[config.mk]
export PLATFORM = sky130hd
export DESIGN_NAME = rti_event
export DESIGN_NICKNAME = d
export VERILOG_FILES = /design/src/verilog/rti_pkg.sv /design/src/verilog/rti_supply_if.sv /design/src/verilog/rti_supply_sampler.sv /design/src/verilog/rti_event.sv
export SDC_FILE = /design/constraint.sdc
export NUM_CORES = 1
export LEC_CHECK = 0
export BUFFER_PORTS_ARGS = -buffer_cell sky130_fd_sc_hd__buf_2
export CAP_MARGIN = 20
export CORE_MARGIN = 10
export CORE_UTILIZATION = 45
export CTS_CLUSTER_DIAMETER = 120
export DETAILED_ROUTE_END_ITERATION = 10
export GPL_TIMING_DRIVEN = 1
export RECOVER_POWER = 100
export SYNTH_ARGS = -nofsm -noshare
export SYNTH_HDL_FRONTEND = slang
export SYNTH_SLANG_ARGS = --single-unit
[constraint.sdc]
create_clock -name clock -period 9.9 [get_ports clock]
set_input_delay 1.98 -clock clock [delete_from_list [all_inputs] [get_ports clock]]
set_output_delay 1.98 -clock clock [all_outputs]
set_load 0.005 [all_outputs]
[src/verilog/rti_pkg.sv]
// Contract
// nonexistent day becomes first of next month
// three enable bits select event pin mode
// alarm match drives event pin low, held
// clearing alarm enable releases held alarm output
// frequency mode outputs register-selected clock pattern
// edge mode: first minute carry holds pin low
// enable write during carry hold relowers pin
// square mode: 30 s low, 30 s high
// enable write while pin low relowers pin
// minute modes ignore alarm/frequency register
// supply sampled 15.6 ms once per second
// low supply latches high, stops sampling
// status read copies latch, restarts sampling
// latch held until init or status read
// first read after drop returns flag set
// power-up outputs 1 Hz on event pin
// host sends reset command before normal use
// backed-up chip needs no reset from host
// host checks test flag under noisy links
// frequency bits 32768 Hz down to 1 Hz, ANDed
// power-on loads status 82h, register 8000h
// reset command clears status and register
// status bit layout; supply flag read-only
package rti_pkg;
   localparam int CLK_HZ = 40_000_000;
   localparam int XTAL_HZ = 32768;
   // fractional step gives a 65536 Hz tick, so counter bit 0 toggles at 32768 Hz
   localparam logic [26:0] PH_STEP = 27'(2 * XTAL_HZ);
   localparam logic [26:0] PH_WRAP = 27'(CLK_HZ);
   localparam int CARRY_HOLD_MS = 10;
   localparam int CARRY_HOLD_CYC = CLK_HZ / 1000 * CARRY_HOLD_MS;
   localparam int SAMPLE_WIN_NS = 15_600_000;
   localparam int SAMPLE_WIN_CYC = int'(64'(CLK_HZ) * 64'(SAMPLE_WIN_NS) / 64'd1_000_000_000);
   localparam logic [5:0] HALF_MINUTE_S = 6'd30;
   // register byte addresses
   localparam logic [7:0] A_STATUS = 8'h00;
   localparam logic [7:0] A_ALMFRQ = 8'h04;
   localparam logic [7:0] A_CMD = 8'h08;
   localparam logic [7:0] A_DATE = 8'h0C;
   localparam logic [7:0] A_STATE = 8'h10;
   // status fields
   localparam int B_SUPPLY = 7;
   localparam int B_HOUR24 = 6;
   localparam int B_ALARM = 5;
   localparam int B_MINUTE = 3;
   localparam int B_PERIODIC = 1;
   localparam logic [7:0] STATUS_RW_MASK = 8'h6A;
   localparam logic [7:0] STATUS_POR = 8'h82;
   localparam logic [15:0] ALMFRQ_POR = 16'h8000;
   localparam logic [7:0] STATUS_INIT = 8'h00;
   localparam logic [15:0] ALMFRQ_INIT = 16'h0000;
   localparam logic [23:0] DATE_INIT = 24'h00_0101;
   localparam int CMD_RESET = 0;
   typedef enum logic [2:0] {
      RTI_OFF,
      RTI_FREQ,
      RTI_EDGE,
      RTI_SQUARE,
      RTI_ALARM
   } rti_mode_t;
endpackage : rti_pkg

[src/verilog/rti_supply_if.sv]
// signals shared between the event logic and the supply sampler
interface rti_supply_if;
   logic tick_1s;
   logic resume;
   logic init;
   logic supply_low;
   logic latch;
   logic detect_en;
   modport ctl (output tick_1s, output resume, output init, output supply_low, input latch, input detect_en);
   modport smp (input tick_1s, input resume, input init, input supply_low, output latch, output detect_en);
endinterface : rti_supply_if

[src/verilog/rti_supply_sampler.sv]
module rti_supply_sampler #(
   parameter int WIN_CYC = rti_pkg::SAMPLE_WIN_CYC
) (
   input wire logic clock,
   input wire logic rst,
   rti_supply_if.smp sif
);
   // elaboration check on the window counter width
   if (WIN_CYC < 1 || WIN_CYC >= (1 << 24))
   begin : g_win_chk
      $error("window count out of range");
   end

   logic [23:0] win_q, win_d;
   logic open_q, open_d;
   logic seen_q, seen_d;
   logic latch_q, latch_d;
   logic stop_q, stop_d;

   // window opens on each second tick while sampling is not stopped, closes after the count
   always_comb
   begin
      win_d = win_q;
      open_d = open_q;
      seen_d = seen_q;
      latch_d = latch_q;
      stop_d = stop_q;
      // clears go first, so a drop found in the same cycle still sets the latch
      // a read restarts sampling but keeps the old result until a fresh sample
      if (sif.resume)
         stop_d = 1'b0;
      if (sif.init)
      begin
         latch_d = 1'b0;
         stop_d = 1'b0;
         open_d = 1'b0;
      end
      if (open_q)
      begin
         seen_d = seen_q | sif.supply_low;
         if (win_q == 24'(WIN_CYC - 1))
         begin
            open_d = 1'b0;
            latch_d = seen_q | sif.supply_low;
            stop_d = seen_q | sif.supply_low;
         end
         else
            win_d = win_q + 24'd1;
      end
      else if (sif.tick_1s && !stop_q)
      begin
         open_d = 1'b1;
         win_d = '0;
         seen_d = 1'b0;
      end
   end

   // power-up counts as a detected drop
   always_ff @(posedge clock)
   begin
      if (rst)
      begin
         win_q <= '0;
         open_q <= 1'b0;
         seen_q <= 1'b0;
         latch_q <= 1'b1;
         stop_q <= 1'b1;
      end
      else
      begin
         win_q <= win_d;
         open_q <= open_d;
         seen_q <= seen_d;
         latch_q <= latch_d;
         stop_q <= stop_d;
      end
   end

   assign sif.latch = latch_q;
   assign sif.detect_en = open_q;
endmodule : rti_supply_sampler

[src/verilog/rti_event.sv]
// Added by the designer: the placing of the registers and register access over Wishbone.
module rti_event #(
   parameter int HOLD_CYC = rti_pkg::CARRY_HOLD_CYC,
   parameter int WIN_CYC = rti_pkg::SAMPLE_WIN_CYC,
   parameter int TICK_BITS = 16
) (
   input wire logic clock,
   input wire logic rst,
   input wire logic wb_cyc_i,
   input wire logic wb_stb_i,
   input wire logic wb_we_i,
   input wire logic [7:0] wb_adr_i,
   input wire logic [3:0] wb_sel_i,
   input wire logic [31:0] wb_dat_i,
   output logic [31:0] wb_dat_o,
   output logic wb_ack_o,
   input wire logic [7:0] cur_hour,
   input wire logic [7:0] cur_minute,
   input wire logic minute_carry,
   input wire logic supply_threshold,
   output logic supply_detect_en,
   output logic event_n
);
   // elaboration checks on counts the logic cannot serve
   if (HOLD_CYC < 1 || HOLD_CYC >= (1 << 24))
   begin : g_hold_chk
      $error("carry hold count out of range");
   end
   if (TICK_BITS < 1 || TICK_BITS > 16)
   begin : g_tick_chk
      $error("second tick divider width out of range");
   end

   rti_supply_if sif ();

   // days in a month, bcd month in, leap year chosen by caller
   function automatic logic [7:0] month_days(input logic [7:0] mon, input logic leap);
      unique case (mon)
         8'h02: month_days = leap ? 8'h29 : 8'h28;
         8'h04, 8'h06, 8'h09, 8'h11: month_days = 8'h30;
         default: month_days = 8'h31;
      endcase
   endfunction : month_days

   // rolls a nonexistent day over to the first of the next month
   function automatic logic [23:0] fix_date(input logic [23:0] d);
      logic [6:0] yb;
      logic leap;
      logic [7:0] yr;
      logic [7:0] mo;
      yb = 7'(d[23:20] * 4'd10) + 7'(d[19:16]);
      leap = (yb[1:0] == 2'b00);
      yr = d[23:16];
      mo = d[15:8];
      fix_date = d;
      if (d[7:0] > month_days(mo, leap))
      begin
         if (mo == 8'h12)
         begin
            mo = 8'h01;
            yr = (yr == 8'h99) ? 8'h00 : ((yr[3:0] == 4'h9) ? {yr[7:4] + 4'h1, 4'h0} : yr + 8'h01);
         end
         else
            mo = (mo == 8'h09) ? 8'h10 : mo + 8'h01;
         fix_date = {yr, mo, 8'h01};
      end
   endfunction : fix_date

   // supply comparator pin crosses into the clock domain
   logic sup_s1_q, sup_s2_q;
   always_ff @(posedge clock)
   begin
      if (rst)
      begin
         sup_s1_q <= 1'b0;
         sup_s2_q <= 1'b0;
      end
      else
      begin
         sup_s1_q <= supply_threshold;
         sup_s2_q <= sup_s1_q;
      end
   end

   // crystal timebase: phase accumulator and 16-bit divider chain
   logic [26:0] ph_q, ph_d;
   logic [15:0] div_q, div_d;
   logic tick_1s;
   always_comb
   begin
      ph_d = ph_q + rti_pkg::PH_STEP;
      div_d = div_q;
      tick_1s = 1'b0;
      if (ph_d >= rti_pkg::PH_WRAP)
      begin
         ph_d = ph_d - rti_pkg::PH_WRAP;
         div_d = div_q + 16'd1;
         tick_1s = &div_q[TICK_BITS-1:0]; // fewer bits only to shorten benches
      end
   end
   always_ff @(posedge clock)
   begin
      if (rst)
      begin
         ph_q <= '0;
         div_q <= '0;
      end
      else
      begin
         ph_q <= ph_d;
         div_q <= div_d;
      end
   end

   // register file and bus slave
   logic [7:0] status_q, status_d;
   logic [15:0] almfrq_q, almfrq_d;
   logic [23:0] date_q, date_d;
   logic ack_q, ack_d;
   logic [31:0] dat_q, dat_d;
   logic stat_wr, stat_rd, init_cmd;
   logic acc;
   logic [31:0] wmask;
   assign acc = wb_cyc_i & wb_stb_i & ~ack_q;
   assign wmask = {{8{wb_sel_i[3]}}, {8{wb_sel_i[2]}}, {8{wb_sel_i[1]}}, {8{wb_sel_i[0]}}};
   always_comb
   begin
      status_d = status_q;
      almfrq_d = almfrq_q;
      date_d = date_q;
      ack_d = acc;
      dat_d = dat_q;
      stat_wr = 1'b0;
      stat_rd = 1'b0;
      init_cmd = 1'b0;
      if (acc && wb_we_i)
      begin
         unique case (wb_adr_i)
            rti_pkg::A_STATUS:
               if (wb_sel_i[0])
               begin
                  // supply flag and unused bits ignore writes
                  status_d = (status_q & ~rti_pkg::STATUS_RW_MASK) | (wb_dat_i[7:0] & rti_pkg::STATUS_RW_MASK);
                  stat_wr = 1'b1;
               end
            rti_pkg::A_ALMFRQ:
               almfrq_d = (almfrq_q & ~wmask[15:0]) | (wb_dat_i[15:0] & wmask[15:0]);
            rti_pkg::A_DATE:
               date_d = fix_date((date_q & ~wmask[23:0]) | (wb_dat_i[23:0] & wmask[23:0]));
            rti_pkg::A_CMD:
               init_cmd = wb_sel_i[0] & wb_dat_i[rti_pkg::CMD_RESET];
            default: ;
         endcase
      end
      else if (acc)
      begin
         unique case (wb_adr_i)
            rti_pkg::A_STATUS:
            begin
               // the read itself fetches the latch, so the flag tracks the last sample
               dat_d = {24'h00_0000, sif.latch, status_q[6:0]};
               status_d[rti_pkg::B_SUPPLY] = sif.latch;
               stat_rd = 1'b1;
            end
            rti_pkg::A_DATE: dat_d = {8'h00, date_q};
            rti_pkg::A_STATE: dat_d = {29'h0000_0000, sif.latch, sif.detect_en, event_n};
            default: dat_d = '0; // alarm/frequency register is write-only
         endcase
      end
      if (init_cmd)
      begin
         status_d = rti_pkg::STATUS_INIT;
         almfrq_d = rti_pkg::ALMFRQ_INIT;
         date_d = rti_pkg::DATE_INIT;
      end
   end
   always_ff @(posedge clock)
   begin
      if (rst)
      begin
         status_q <= rti_pkg::STATUS_POR;
         almfrq_q <= rti_pkg::ALMFRQ_POR;
         date_q <= rti_pkg::DATE_INIT;
         ack_q <= 1'b0;
         dat_q <= '0;
      end
      else
      begin
         status_q <= status_d;
         almfrq_q <= almfrq_d;
         date_q <= date_d;
         ack_q <= ack_d;
         dat_q <= dat_d;
      end
   end
   assign wb_ack_o = ack_q;
   assign wb_dat_o = dat_q;

   // mode decode from the three enable bits
   rti_pkg::rti_mode_t mode;
   always_comb
   begin
      unique case ({status_q[rti_pkg::B_MINUTE], status_q[rti_pkg::B_PERIODIC]})
         2'b01: mode = rti_pkg::RTI_FREQ;
         2'b10: mode = rti_pkg::RTI_EDGE;
         2'b11: mode = rti_pkg::RTI_SQUARE;
         default: mode = status_q[rti_pkg::B_ALARM] ? rti_pkg::RTI_ALARM : rti_pkg::RTI_OFF;
      endcase
   end

   // event pin state: held alarm/edge low, carry hold timer, square phase
   logic hold_q, hold_d;
   logic sq_run_q, sq_run_d;
   logic sq_low_q, sq_low_d;
   logic [5:0] sec_q, sec_d;
   logic [23:0] carry_q, carry_d;
   logic [15:0] sel_clk;
   logic freq_lvl;
   logic ev_q, ev_d;
   assign sel_clk = div_q | ~almfrq_q;
   assign freq_lvl = &sel_clk;
   always_comb
   begin
      hold_d = hold_q;
      sq_run_d = sq_run_q;
      sq_low_d = sq_low_q;
      sec_d = sec_q;
      carry_d = carry_q;
      // carry signal stays active for the hold time after each carry
      if (minute_carry)
         carry_d = 24'(HOLD_CYC);
      else if (carry_q != '0)
         carry_d = carry_q - 24'd1;
      unique case (mode)
         rti_pkg::RTI_ALARM:
            if (cur_hour == almfrq_q[15:8] && cur_minute == almfrq_q[7:0])
               hold_d = 1'b1;
         rti_pkg::RTI_EDGE:
         begin
            if (stat_wr)
               hold_d = (carry_q != '0);
            if (minute_carry)
               hold_d = 1'b1;
         end
         rti_pkg::RTI_SQUARE:
         begin
            // the alarm/frequency register plays no part here
            if (minute_carry)
            begin
               sq_run_d = 1'b1;
               sq_low_d = 1'b1;
               sec_d = '0;
            end
            else if (sq_run_q && tick_1s)
            begin
               if (sec_q == rti_pkg::HALF_MINUTE_S - 6'd1)
               begin
                  sq_low_d = ~sq_low_q;
                  sec_d = '0;
               end
               else
                  sec_d = sec_q + 6'd1;
            end
            if (stat_wr && sq_low_q)
            begin
               sq_low_d = 1'b1;
               sec_d = '0;
            end
         end
         default: hold_d = 1'b0;
      endcase
      // clearing the alarm enable in alarm mode releases the held low
      if (stat_wr && mode == rti_pkg::RTI_ALARM && !status_d[rti_pkg::B_ALARM])
         hold_d = 1'b0;
      if (mode != rti_pkg::RTI_SQUARE)
      begin
         sq_run_d = 1'b0;
         sq_low_d = 1'b0;
      end
      if (init_cmd)
         hold_d = 1'b0;
      unique case (mode)
         rti_pkg::RTI_FREQ: ev_d = freq_lvl;
         rti_pkg::RTI_ALARM, rti_pkg::RTI_EDGE: ev_d = ~hold_q;
         rti_pkg::RTI_SQUARE: ev_d = ~sq_low_q;
         default: ev_d = 1'b1;
      endcase
   end
   always_ff @(posedge clock)
   begin
      if (rst)
      begin
         hold_q <= 1'b0;
         sq_run_q <= 1'b0;
         sq_low_q <= 1'b0;
         sec_q <= '0;
         carry_q <= '0;
         ev_q <= 1'b1;
      end
      else
      begin
         hold_q <= hold_d;
         sq_run_q <= sq_run_d;
         sq_low_q <= sq_low_d;
         sec_q <= sec_d;
         carry_q <= carry_d;
         ev_q <= ev_d;
      end
   end
   assign event_n = ev_q;

   // supply sampler hookup
   assign sif.tick_1s = tick_1s;
   assign sif.resume = stat_rd;
   assign sif.init = init_cmd;
   assign sif.supply_low = sup_s2_q;
   assign supply_detect_en = sif.detect_en;

   rti_supply_sampler #(
      .WIN_CYC(WIN_CYC)
   ) u_sampler (
      .clock(clock),
      .rst(rst),
      .sif(sif)
   );
endmodule : rti_event

==> impl.org <==
** Run status
- The flow ran to the end, but the final reports show violations.
- Violated checks :: max-capacitance violations, max-slew violations

** Layout
- The repair_antennas step left the layout with diodes totalling 0.
- Final Instance Area :: 10200 um^2
- Of the cells placed in the final design, the portion with a size suffix greater than 1 is 0.102.
- After filler insertion, the fill cell instance count of the layout stands at 1982.
- Fin nets :: 1264
- At the end of the flow the core is filled with cells to 0.518.
- Area Growth Syn to Fin :: 12.2%

** Pwr
- The design draws 1.55 mW.
- Maximum VDD drop :: 0.117 mV
- For this design the static power due to leakage is 3.71 nW.
- For this design the ratio of total power to cell area is 153 nW/um^2.

** STA
- The number of pins exceeding their max-slew limit in the final report was 131.
- Final clock skew :: 8.82 ps
- Total count of hold-check failures in the final report :: 0
- Setup violations remaining at the end of the flow were counted as 0.
- Headroom to the max-slew limit came out at -0.641.
- Final cycle utilization of the critical path :: 0.708
- The smallest clock period supported by the final layout is computed as 7010 ps.
- Setup repair after global routing left no endpoint under its margin.
- Hold slack final :: 450 ps
- Based on the critical path, the design can be clocked at up to 143 MHz.
- For the pin with the worst max-slew slack, the measured transition is 2460 ps.
- Final setup TNS :: 0 ps

** CTS
- Num CTS Buffers :: 17
- CTS-repair resized insts :: 0
- After clock tree synthesis, the flow added hold-fix buffers numbering 0.
- CTS saw 167 sinks.
- TritonCTS built the clock tree.
- Maximum root-to-sink buffer count :: 2
- Clock tree synthesis selected as its root buffer the cell sky130_fd_sc_hd__clkbuf_16.
- Clock latency on the worst-skew pair, taken at its later pin, is 430 ps.
- The number of setup buffers added after CTS is 0.
- H-tree levels :: 4
- Clock edge transition at the registers on the reported setup and hold paths :: 70 ps

** Floorplan
- The initial utilization of the core area, before any placement, comes to 0.462.
- Core box area :: 19700 um^2
- Pin placement for this block handled 102 I/O pins.
- The die covers 26300 um^2.
- Placement row count :: 51
- In this run the horizontal extent of the chip is 162 um.
- Die Span Y :: 162 um

** Critical path
- Crit path kind :: input port to register
- In this design, the largest share of critical-path delay is due to buffers and inverters.
- Largest incremental delay on the critical path :: 1900 ps
- Crit-path cells :: clkbuf_1 -> clkbuf_1 -> or2_0 -> o31ai_1
- The worst setup path is launched from an input port.
- In this run the worst path has a maximum fanout of 53.
- Crit path DAT :: 7220 ps
- Type of destination of the critical path :: register
- By instance count, the cell type seen most on the critical path is sky130_fd_sc_hd__clkbuf_1.
- The critical path contains buffers and inverters numbering 2 combined.
- For this design, the slowest cell found on the critical path is sky130_fd_sc_hd__or2_0.
- For the worst setup path, the data required time is 10110 ps.

** Routing
- Before antenna repair, the detailed router went through 5 iterations.
- Met2 wire length :: 11100 um
- In this run the remaining antenna-violating nets after routing total 0.
- DRT met1 WL :: 11300 um
- After the first detailed-routing iteration, the DRC count stood at 575.
- Average wire length per cell after detail routing :: 16.4 um
- Summing over every cut layer, the via total after detailed routing is 8085.
- Detailed routing placed a total of 1080 um of wire on met3.
- Wires add up to 23800 um.
- Highest routing layer actually used :: met4
- Using the TritonRoute via totals, the vias-per-cell ratio works out to 5.56.
- After detailed routing, the number of remaining DRC violations is 0.

** Synth
- In the synthesized netlist, the number of instances is 1126.
- Library cells used by synthesis :: 72
- Cell taking the most area after synthesis :: sky130_fd_sc_hd__dfxtp_1
- Of all flip-flops after synthesis, the portion carrying an async set or reset was 0.
- Top post-synthesis cells by area :: sky130_fd_sc_hd__dfxtp_1, sky130_fd_sc_hd__nor2_1, sky130_fd_sc_hd__a21oi_1
- Post-Syn Area :: 9080 um^2
- Primary FF master, synth :: sky130_fd_sc_hd__dfxtp_1
- Number of flops mapped to enable cells by yosys :: 0
- The synthesized design contains 167 register bits.
- For this run, the register share of the synthesized area comes to 0.368.
- Average size of a mapped cell :: 8.06 um^2
- Yosys printed 0 warnings.
- Fraction of post-synthesis cell area in the top cell type by area :: 0.368

** Global routing
- Entering global routing, the biggest net connects 54 pins.
- For this run the aggregate overflow at the end of global routing stands at 0.
- Number of antenna violations at the first check in global routing :: 0
- Overall global routing resource usage :: 0.178
- The via count of the first global-routing pass was 7535.
- The first global-routing pass estimated 38900 um of wire.

** Place
- Post-placement cell area :: 9590 um^2
- Routability-driven placement congestion ratio :: 0.892
- HPWL after DPL :: 16900 um
- During placement, the flow inserted port buffers numbering 84.

** Flow run
- Number of max-cap violations :: 3

** Min path
- Class of the tightest hold or removal check :: register to register
[power breakdown]
part / internal, mW / total [mW] / switching [mW]
clock: 0.455 / 0.731 / 0.276
sequential: 0.681 / 0.692 / 0.0107
combinational: 0.0497 / 0.130 / 0.0803
total: 1.19 / 1.55 / 0.367
[cell usage after synthesis, drive strengths merged, types with 5 or more instances]
cell,n
nand2,108
nor3,44
a31oi,10
and2,8
o211ai,6
a22oi,9
nor4,24
and3,22
nor2b,8
buf,31
nor4b,5
and4,5
nor2,129
o21ai,44
xnor2,31
a21o,5
dfxtp,167
o21a,6
inv,36
mux2,12
nand3b,5
o22ai,6
a21oi,93
a211oi,7
nor3b,5
or2,5
xor2,46
ha,21
or4,9
nand3,58
nand4,17
mux2i,35
clkbuf,35
or3,22
nand2b,6
[metal layers]
| metal | global-route usage | vias to the layer above |
|---|---|---|
| met1 | 0.242 | 3807 |
| met2 | 0.285 | 161 |
| li1 | - | 4098 |
| met4 | 0.0414 | 0 |
| met5 | 0 | - |
| met3 | 0.0316 | 19 |
[worst paths after layout]
check	slack, ps	from	end	depth (start not counted)
setup / recovery	2890	rst	date_q[22]	4
hold reg to reg	450	wb_dat_o[19]	wb_dat_o[19]	2
hold / removal	450	wb_dat_o[19]	wb_dat_o[19]	2
setup reg to reg	5910	date_q[8]	date_q[23]	14
[worst register-to-register path, stage by stage (launching register included)]
cell and delay [ps]:
sky130_fd_sc_hd__dfxtp_1 330, sky130_fd_sc_hd__mux2i_1 370, sky130_fd_sc_hd__ha_1 280, sky130_fd_sc_hd__nand2_1 80, sky130_fd_sc_hd__nor3_1 350, sky130_fd_sc_hd__inv_1 90
sky130_fd_sc_hd__ha_1 290, sky130_fd_sc_hd__and3_1 190, sky130_fd_sc_hd__o22ai_1 210, sky130_fd_sc_hd__a21o_1 370, sky130_fd_sc_hd__nand3_1 320, sky130_fd_sc_hd__a2111oi_0 510
sky130_fd_sc_hd__xnor2_1 180, sky130_fd_sc_hd__a2bb2oi_1 170, sky130_fd_sc_hd__nor2_1 60
[kinds of logic after synthesis]
| logic type | after synthesis | share of synthesized area |
|---|---|---|
| and+or+nand+nor | 490 | 0.272 |
| xor gates and xnor gates | 77 | 0.0751 |
| adders and majority gates | 21 | 0.0289 |
| DFF | 167 | 0.368 |
| muxes | 47 | 0.0535 |
| buffers and inverters | 102 | 0.0502 |
| AOI/OAI and AO/OA | 221 | 0.152 |
| other | 1 | 0.000413 |
[cell type report]
cell class	count	area (um^2)	area share
multi-input combinational	864	5300	0.520
sequential	167	3340	0.328
clock buffer	20	447	0.0439
timing repair buffer	90	429	0.0421
tap	265	332	0.0326
clock inverter	12	198	0.0194
inverter	36	135	0.0133
[registers in the layout, indices dropped and copies added (netlist names), named ones only]
register,flops
date_q,24
event_n,1
wb_dat_o,24
almfrq_q,1
sec_q,6
sq_run_q,1
u_sampler.sif.detect_en,1
status_q,4
u_sampler.seen_q,1
u_sampler.stop_q,1
u_sampler.win_q,24
sq_low_q,1
u_sampler.sif.latch,1
hold_q,1
sup_s1_q,1
div_q,16
ph_q,18
sif.supply_low,1
wb_ack_o,1
carry_q,24
[per-stage QoR]
step / setup slack [ps] / std cells
3_3_place_gp: 3930 / 1422
2_1_floorplan: 4870 / 1133
5_1_grt: 2400 / 1454
4_1_cts: 4330 / 1454
3_5_place_dp: 3910 / 1422
6_report: 2890 / 1454
[cells in the final DEF, fill, tap and decap left out, types with 29 or more instances in the layout]
master                       n
sky130_fd_sc_hd__o21ai_0    31
sky130_fd_sc_hd__nand2_1   108
sky130_fd_sc_hd__a21oi_1    92
sky130_fd_sc_hd__dfxtp_1   167
sky130_fd_sc_hd__mux2i_1    35
sky130_fd_sc_hd__xor2_1     46
sky130_fd_sc_hd__nor2_1    129
sky130_fd_sc_hd__buf_2      58
sky130_fd_sc_hd__clkbuf_1   29
sky130_fd_sc_hd__nand3_1    58
sky130_fd_sc_hd__xnor2_1    30
sky130_fd_sc_hd__inv_1      36
sky130_fd_sc_hd__nor3_1     40
Power figures use the tool's default switching activity.
